===== config.mk =====
export PLATFORM = sky130hd
export DESIGN_NAME = dual_uart
export DESIGN_NICKNAME = d
export VERILOG_FILES = /design/src/design/uart_pkg.sv /design/src/design/dual_uart.sv
export SDC_FILE = /design/constraint.sdc
export NUM_CORES = 1
export LEC_CHECK = 0
export ABC_AREA = 1
export BUFFER_PORTS_ARGS = -buffer_cell sky130_fd_sc_hd__buf_2
export CORE_UTILIZATION = 30
export CTS_CLUSTER_DIAMETER = 150
export DETAILED_ROUTE_END_ITERATION = 7
export PLACE_DENSITY = 0.49
export SLEW_MARGIN = 20
export SYNTH_ARGS = -nofsm -noshare
export SYNTH_HDL_FRONTEND = slang
export SYNTH_SLANG_ARGS = --single-unit

===== constraint.sdc =====
create_clock -name clock -period 4.1 [get_ports clock]
set_clock_uncertainty 0.05 [all_clocks]
set_input_delay 0.205 -clock clock [delete_from_list [all_inputs] [get_ports clock]]
set_output_delay 0.205 -clock clock [all_outputs]
set_load 0.1 [all_outputs]

===== src/design/uart_pkg.sv =====
// Purpose: Constants for the dual serial port block
// Assumes: Byte-wide special function register access
// Notes: Offsets are register addresses, not byte lanes
package uart_pkg;
  // ==========================================
  // Register addresses
  localparam logic [7:0] power_control_addr = 8'h87;
  localparam logic [7:0] port0_control_addr = 8'h98;
  localparam logic [7:0] port0_buffer_addr = 8'h99;
  localparam logic [7:0] port1_control_addr = 8'h9b;
  localparam logic [7:0] port1_buffer_addr = 8'h9c;
  localparam logic [7:0] port1_reload_low_addr = 8'h9d;
  localparam logic [7:0] port0_reload_low_addr = 8'haa;
  localparam logic [7:0] port0_reload_high_addr = 8'hba;
  localparam logic [7:0] port1_reload_high_addr = 8'hbb;
  localparam logic [7:0] baud_source_addr = 8'hd8;
  // ==========================================
  // Reset values
  localparam logic [7:0] control_reset = 8'h00;
  localparam logic [7:0] reload_low_reset = 8'hd9;
  localparam logic [1:0] reload_high_reset = 2'h3;
  // ==========================================
  // Control field positions
  localparam int mode_hi_bit = 7;
  localparam int mode_lo_bit = 6;
  localparam int multiproc_bit = 5;
  localparam int rx_enable_bit = 4;
  localparam int tx_ninth_bit = 3;
  localparam int rx_ninth_bit = 2;
  localparam int tx_done_bit = 1;
  localparam int rx_done_bit = 0;
  localparam int rate_double_bit = 7;
  localparam int baud_source_bit = 7;
  // ==========================================
  // Rate divisors
  localparam int timer_divisor = 384;
  localparam int gen0_divisor = 64;
  localparam int gen1_divisor = 32;
  localparam int fixed_divisor = 64;
  localparam int oversample = 16;
endpackage


===== src/design/dual_uart.sv =====
// Purpose: Two serial ports with rate generators behind register access
// Assumes: One clock as processor clock; synchronous active high reset
// Notes: Each port oversamples bits by 16 from its rate tick
`timescale 1ns/1ps
`default_nettype none
module dual_uart
(
  input wire logic clock,
  input wire logic reset,
  // Register access
  input wire logic [7:0] reg_addr,
  input wire logic reg_write,
  input wire logic reg_read,
  input wire logic [7:0] reg_wdata,
  output logic [7:0] reg_rdata,
  // Timer 1 overflow context
  input wire logic [7:0] timer1_high_byte,
  input wire logic timer1_tick,
  // Serial lines
  input wire logic port0_rxd,
  output logic port0_txd,
  input wire logic port1_rxd,
  output logic port1_txd
);
  // ==========================================
  // Registers
  logic [7:0] ctl_q [2];
  logic [7:0] rbuf_q [2];
  logic [7:0] rel_lo_q [2];
  logic [1:0] rel_hi_q [2];
  logic power_q, source_q;
  logic [1:0] set_tx, set_rx;
  logic [1:0] rx_n9 [2];
  function automatic logic hit(input logic [7:0] a);
    return reg_write && reg_addr == a;
  endfunction
  always_ff @(posedge clock)
  begin
    if (reset)
    begin
      power_q <= 1'b0;
      source_q <= 1'b0;
      for (int p = 0; p < 2; p++)
      begin
        rel_lo_q[p] <= uart_pkg::reload_low_reset;
        rel_hi_q[p] <= uart_pkg::reload_high_reset;
      end
    end
    else
    begin
      if (hit(uart_pkg::power_control_addr))
        power_q <= reg_wdata[uart_pkg::rate_double_bit];
      if (hit(uart_pkg::baud_source_addr))
        source_q <= reg_wdata[uart_pkg::baud_source_bit];
      if (hit(uart_pkg::port0_reload_low_addr))
        rel_lo_q[0] <= reg_wdata;
      if (hit(uart_pkg::port0_reload_high_addr))
        rel_hi_q[0] <= reg_wdata[1:0];
      if (hit(uart_pkg::port1_reload_low_addr))
        rel_lo_q[1] <= reg_wdata;
      if (hit(uart_pkg::port1_reload_high_addr))
        rel_hi_q[1] <= reg_wdata[1:0];
    end
  end
  // Flags: hardware set wins over a software clear in the same cycle
  for (genvar p = 0; p < 2; p++)
  begin : g_ctl
    logic wr;
    logic [7:0] w;
    assign wr = hit(p == 0 ? uart_pkg::port0_control_addr : uart_pkg::port1_control_addr);
    assign w = reg_wdata;
    always_ff @(posedge clock)
    begin
      if (reset)
        ctl_q[p] <= uart_pkg::control_reset;
      else
      begin
        if (wr)
          ctl_q[p][7:3] <= w[7:3];
        if (set_rx[p])
          ctl_q[p][uart_pkg::rx_ninth_bit] <= rx_n9[p][0];
        else if (wr && !w[uart_pkg::rx_ninth_bit])
          ctl_q[p][uart_pkg::rx_ninth_bit] <= 1'b0;
        if (set_tx[p])
          ctl_q[p][uart_pkg::tx_done_bit] <= 1'b1;
        else if (wr && !w[uart_pkg::tx_done_bit])
          ctl_q[p][uart_pkg::tx_done_bit] <= 1'b0;
        if (set_rx[p])
          ctl_q[p][uart_pkg::rx_done_bit] <= 1'b1;
        else if (wr && !w[uart_pkg::rx_done_bit])
          ctl_q[p][uart_pkg::rx_done_bit] <= 1'b0;
      end
    end
  end
  // ==========================================
  // Rate generation, ticks at 16x bit rate
  logic [9:0] gen_q [2];
  logic [1:0] gen_ovf;
  logic [4:0] pre_q [2];
  logic base0;
  logic [1:0] os_tick;
  logic [4:0] pre_lim [2];
  always_ff @(posedge clock)
  begin
    if (reset)
    begin
      for (int p = 0; p < 2; p++)
      begin
        gen_q[p] <= 10'h000;
        pre_q[p] <= 5'h00;
      end
    end
    else
    begin
      for (int p = 0; p < 2; p++)
      begin
        if (gen_q[p] == 10'h3ff)
          gen_q[p] <= {rel_hi_q[p], rel_lo_q[p]};
        else
          gen_q[p] <= gen_q[p] + 10'h001;
        if (os_tick[p])
          pre_q[p] <= 5'h00;
        else if (p == 0 ? base0 : gen_ovf[1])
          pre_q[p] <= pre_q[p] + 5'h01;
      end
    end
  end
  assign gen_ovf[0] = gen_q[0] == 10'h3ff;
  assign gen_ovf[1] = gen_q[1] == 10'h3ff;
  // Pre-scaler counts only source events, so a slow generator keeps its phase
  assign base0 = ctl_q[0][7:6] == 2'b10 ? 1'b1 : source_q ? gen_ovf[0] : timer1_tick;
  // Port 0 generator: 4 overflows per sample, 2 when doubling
  // Timer source: timer1_tick is the timer 1 overflow (rate already /12 * (256-high byte)), 32 per bit, 16 when doubling
  always_comb
  begin
    if (ctl_q[0][7:6] == 2'b10)
      pre_lim[0] = power_q ? 5'd1 : 5'd3;
    else if (source_q)
      pre_lim[0] = power_q ? 5'd1 : 5'd3;
    else
      pre_lim[0] = power_q ? 5'd0 : 5'd1;
    pre_lim[1] = 5'd1;
  end
  assign os_tick[0] = base0 && pre_q[0] == pre_lim[0];
  assign os_tick[1] = gen_ovf[1] && pre_q[1] == pre_lim[1];
  // ==========================================
  // Per-port transmitter and receiver
  for (genvar p = 0; p < 2; p++)
  begin : g_port
    logic nine;
    logic [10:0] tsh_q;
    logic [3:0] tbits_q, tos_q;
    logic tbusy_q, txd_q;
    logic [9:0] rsh_q;
    logic [3:0] rbits_q, ros_q;
    logic rbusy_q, rxd;
    logic bufw;
    assign nine = p == 0 ? ctl_q[0][uart_pkg::mode_hi_bit] : !ctl_q[1][uart_pkg::mode_hi_bit];
    assign rxd = p == 0 ? port0_rxd : port1_rxd;
    assign bufw = hit(p == 0 ? uart_pkg::port0_buffer_addr : uart_pkg::port1_buffer_addr);
    always_ff @(posedge clock)
    begin
      if (reset)
      begin
        tbusy_q <= 1'b0;
        txd_q <= 1'b1;
        tsh_q <= 11'h7ff;
        tbits_q <= 4'h0;
        tos_q <= 4'h0;
        set_tx[p] <= 1'b0;
      end
      else
      begin
        set_tx[p] <= 1'b0;
        if (bufw)
        begin
          tbusy_q <= 1'b1;
          tsh_q <= {1'b1, nine ? ctl_q[p][uart_pkg::tx_ninth_bit] : 1'b1, reg_wdata, 1'b0};
          tbits_q <= nine ? 4'd11 : 4'd10;
          tos_q <= 4'h0;
        end
        else if (tbusy_q && os_tick[p])
        begin
          tos_q <= tos_q + 4'h1;
          if (tos_q == 4'h0)
          begin
            txd_q <= tsh_q[0];
            tsh_q <= {1'b1, tsh_q[10:1]};
            tbits_q <= tbits_q - 4'h1;
          end
          if (tos_q == 4'hf && tbits_q == 4'h0)
          begin
            tbusy_q <= 1'b0;
            set_tx[p] <= 1'b1;
          end
        end
      end
    end
    always_ff @(posedge clock)
    begin
      if (reset)
      begin
        rbusy_q <= 1'b0;
        rsh_q <= 10'h000;
        rbits_q <= 4'h0;
        ros_q <= 4'h0;
        rbuf_q[p] <= 8'h00;
        rx_n9[p] <= 2'b00;
        set_rx[p] <= 1'b0;
      end
      else
      begin
        set_rx[p] <= 1'b0;
        if (!rbusy_q)
        begin
          if (os_tick[p] && !rxd && ctl_q[p][uart_pkg::rx_enable_bit])
          begin
            rbusy_q <= 1'b1;
            ros_q <= 4'h1;
            // Stop bit is sampled too, so the frame ends mid stop
            rbits_q <= nine ? 4'd11 : 4'd10;
          end
        end
        else if (os_tick[p])
        begin
          ros_q <= ros_q + 4'h1;
          if (ros_q == 4'h8)
          begin
            rsh_q <= {rxd, rsh_q[9:1]};
            rbits_q <= rbits_q - 4'h1;
            if (rbits_q == 4'h1)
            begin
              rbusy_q <= 1'b0;
              // Multiprocessor filter drops frames whose ninth bit is zero
              if (!(nine && ctl_q[p][uart_pkg::multiproc_bit] && !rsh_q[9]))
              begin
                set_rx[p] <= 1'b1;
                rbuf_q[p] <= nine ? rsh_q[8:1] : rsh_q[9:2];
                rx_n9[p] <= {1'b0, nine ? rsh_q[9] : rxd};
              end
            end
            else if (rbits_q == (nine ? 4'd11 : 4'd10) && rxd)
              rbusy_q <= 1'b0;
          end
        end
      end
    end
    if (p == 0)
    begin : g_o0
      always_ff @(posedge clock)
        port0_txd <= reset ? 1'b1 : txd_q;
    end
    else
    begin : g_o1
      always_ff @(posedge clock)
        port1_txd <= reset ? 1'b1 : txd_q;
    end
  end
  // ==========================================
  // Read mux, registered
  always_ff @(posedge clock)
  begin
    if (reset)
      reg_rdata <= 8'h00;
    else if (reg_read)
    begin
      unique case (reg_addr)
        uart_pkg::port0_control_addr: reg_rdata <= ctl_q[0];
        uart_pkg::port1_control_addr: reg_rdata <= ctl_q[1];
        uart_pkg::port0_buffer_addr: reg_rdata <= rbuf_q[0];
        uart_pkg::port1_buffer_addr: reg_rdata <= rbuf_q[1];
        uart_pkg::power_control_addr: reg_rdata <= {power_q, 7'h00};
        uart_pkg::baud_source_addr: reg_rdata <= {source_q, 7'h00};
        uart_pkg::port0_reload_low_addr: reg_rdata <= rel_lo_q[0];
        uart_pkg::port1_reload_low_addr: reg_rdata <= rel_lo_q[1];
        uart_pkg::port0_reload_high_addr: reg_rdata <= {6'h00, rel_hi_q[0]};
        uart_pkg::port1_reload_high_addr: reg_rdata <= {6'h00, rel_hi_q[1]};
        default: reg_rdata <= 8'h00;
      endcase
    end
  end
  // ==========================================
  // Checks
  a_flag_ones_ignored: assert property (@(posedge clock) disable iff (reset)
    hit(uart_pkg::port0_control_addr) && reg_wdata[1] && !ctl_q[0][1] && !set_tx[0]
    |=> !ctl_q[0][1]) else $error("tx flag set by a written one");
  a_tx_flag_sets: assert property (@(posedge clock) disable iff (reset)
    set_tx[0] |=> ctl_q[0][1]) else $error("tx flag not set");
  a_rx_gated: assert property (@(posedge clock) disable iff (reset)
    !ctl_q[1][4] && !g_port[1].rbusy_q |=> !g_port[1].rbusy_q) else $error("rx while disabled");
  a_tx_starts: assert property (@(posedge clock) disable iff (reset)
    hit(uart_pkg::port1_buffer_addr) |=> g_port[1].tbusy_q) else $error("tx not started");
  a_gen_reload: assert property (@(posedge clock) disable iff (reset)
    gen_ovf[1] |=> gen_q[1] == $past({rel_hi_q[1], rel_lo_q[1]})) else $error("reload wrong");
  a_mp_filter: assert property (@(posedge clock) disable iff (reset)
    set_rx[0] && g_port[0].nine && ctl_q[0][uart_pkg::multiproc_bit] |-> rx_n9[0][0])
    else $error("frame with ninth bit zero flagged");
endmodule
`default_nettype wire


==> reports/qor.yml <==
run_status:
  status: "complete, no violations"
worst_hold_path:
  hold_path_class: "primary input to register"
logic_synthesis:
  synth_edf_count: 84
  synthesis.area_sq_mm: 0.00859
  yosys-top-cells-area: "edfxtp_1, dfxtp_1, nand2_1"
  synth_top_area_cell: "edfxtp_1"
  synth_ff_type: "dfxtp_1"
  ys_seq_area_share_pct: 50.8
  synth-async-reset-ratio_pct: 0
  synthCells: 1008
  synth_area_per_cell_sq_um: 8.52
  synth.top_cell.area_share_pct: 29.4
  ys_types: 47
  yosys_warnings: 0
  synth_seq_cells: 176
power_and_ir_drop:
  power_switching_uw: 903
  p_sw_share_pct: 24.9
  p_per_area_mw_per_mm2: 373
  internal-power_uw: 2730
  p_seq_share_pct: 53.1
  comb_power_share_pct: 5.4
  power_leakage_uw: 0.00381
  vdd_drop_max_v: 0.000208
  pwr-share-clk_pct: 41.5
cts:
  root_buffer: "clkbuf_16"
  cts_buffer_depth: 2
  postCtsSetupBuffers: 0
  cts_resized: 0
  cts_tree: "done"
  clock_latency_ns: 0.43
  cts_made_buffers: 17
  cts_hold_buf: 2
  clkTransAtPathRegs_ns: 0.07
  cts_sinks: 176
  h-tree-depth: 4
timing:
  hold_viol: 0
  slew-limit-headroom_pct: 42.2
  setup_viol: 0
  finalCriticalPeriod_ns: 2.54
  min_period_over_period_pct: 61.9
  setup_tns_ns: 0
  tightestPinTransition_ns: 0.861
  drv_slew: 0
  timing.fmax_mhz: 394
  rsz0062_at_grt: "false"
worst_setup_path:
  cp-end-kind: "register"
  critPathLaunchType: "register"
  arrival_ns: 2.62
  cp_slowest_cell: "edfxtp_1"
  crit_chain: "nand2_2 > nand2_4 > nand2_1 > nand2_1 > nand3_1 > nor2_4 > nand3_1 > nor2_2 > inv_2 > o21ai_0 > buf_4"
  cp.required_ns: 4.18
  critPathMaxFanout: 24
  path_class: "register to register"
  slowest_delay_ns: 0.83
placed_design:
  portBuffers: 32
  dp_hpwl_um: 15100
  routabilityCongestion: 0.905
  place_inst: 1415
finish:
  nets: 1110
  syn_to_final_growth_pct: 13.5
  num-fill-cells: 2968
  n_antenna_cell: 0
  layoutNonFillerInstCount: 1449
  final_cell_mix: "nand2_1, inv_1, dfxtp_1"
  layout_commonest_cell: "nand2_1"
  drive_above_1_share_pct: 10.6
route:
  viasPerCell: 4.63
  drt-initial-drc-count: 434
  drc: 0
  dr_total_vias: 6712
  drtPass1Iterations: 5
  post_drt_wl_per_cell_um: 14.2
  drt_wl_total_um: 20500
  ant_nets: 0
die:
  fp.dieArea_sq_mm: 0.0293
  die_h_um: 171
  initial_core_util_pct: 30.7
  row_count: 61
  die_x_um: 171
  coreArea_sq_mm: 0.0280
  ios: 41
run:
  cap_violations: 0
global_routing:
  grt_pass1_vias: 6368
  grt_usage_pct: 14.7
  grt_pass1_wl_um: 33000
  grt_max_degree: 45
  grt_overflow: 0
  antenna_found_initial: 0
==> worst max-delay path, delay by kind of cell (launching register included) <==
family	cells	cell delay, ns
compound gates	1	0.14
buf+inv	2	0.26
flops	1	0.83
simple gates	8	0.95
==> final timing paths <==
| kind | start | endpoint | slack (ns) | cells past startpoint |
|---|---|---|---|---|
| max reg2reg | ctl_q[0][7] | rbuf_q[0][2] | 1.56 | 11 |
| min | reg_wdata[6] | g_port[1].tsh_q[7] | 0.02 | 3 |
| max | ctl_q[0][7] | rbuf_q[0][2] | 1.56 | 11 |
| min reg2reg | g_port[1].txd_q | port1_txd | 0.39 | 1 |
==> layout make-up <==
| cell class | instances | area [sq um] | share of cell area, % |
|---|---|---|---|
| inverter | 124 | 465 | 4.77 |
| tap | 378 | 473 | 4.85 |
| sequential | 176 | 4360 | 44.8 |
| timing repair buffer | 41 | 233 | 2.39 |
| multi-input combinational | 698 | 3680 | 37.8 |
| clock inverter | 15 | 109 | 1.12 |
| clock buffer | 17 | 425 | 4.36 |
==> flip-flops by register name (all words and copies together), names as in the netlist <==
register	flops
g_port.tsh_q	20
gen_q	20
g_port.rsh_q	18
ctl_q	16
rbuf_q	16
rel_lo_q	16
pre_q	10
g_port.rbits_q	8
g_port.ros_q	8
g_port.tbits_q	8
g_port.tos_q	8
reg_rdata	8
rel_hi_q	4
g_port.rbusy_q	2
g_port.tbusy_q	2
g_port.txd_q	2
rx_n9	2
set_rx	2
set_tx	2
port0_txd	1
port1_txd	1
power_q	1
source_q	1
==> cell usage after synthesis (13+ instances only) <==
cell and instances:
nand2_1 190, inv_1 119, dfxtp_1 92, nor2_1 87, a21oi_1 85, edfxtp_1 84, nand3_1 82, o21ai_0 70
ha_1 21, nor3_1 16, clkbuf_1 15, xor2_1 14, a211oi_1 13
==> logic make-up (layout without fill, tap and decap cells) <==
kind of cell | Yosys count | after routing | synth area share, %
flops | 176 | 176 | 50.8
simple gates | 428 | 428 | 23.0
fa+ha+maj | 21 | 21 | 3.06
compound gates | 203 | 203 | 13.2
xor+xnor | 26 | 26 | 2.65
other cells | 1 | 20 | 0.0437
buf+inv | 153 | 197 | 7.15
==> power groups by stage <==
| stage | combinational, uW | sequential, uW | clock, uW |
|---|---|---|---|
| CTS | 199 | 1930 | 1550 |
| global placement | 196 | 1970 | 0 |
| global route | 224 | 1940 | 1620 |
| finish | 197 | 1930 | 1510 |
| detailed placement | 197 | 1970 | 0 |
| floorplan | 136 | 1950 | 0 |
==> stage by stage <==
stage	cell area [sq um]	hold slack [ns]	utilization [%]	power (uW)	setup WS [ns]
after floorplan	8660	0.289	-	2090	1.55
after global placement	9200	0.368	32.8	2160	1.55
after detailed placement	9200	0.376	32.8	2170	1.52
after CTS	9750	0.00687	34.8	3680	1.52
after global routing	9750	0.0149	34.8	3780	1.22
final	9750	0.0197	34.8	3640	1.56
==> layer usage <==
metal	vias up	track usage, %	share of wire (%)	wire length [um]
met2	99	23.4	46	9400
met3	34	2.65	2.5	520
met5	-	0	0	0
met4	0	6.02	2.7	564
li1	3473	-	-	-
met1	3106	19.7	49	10000
(Power assumes the default switching activity.)
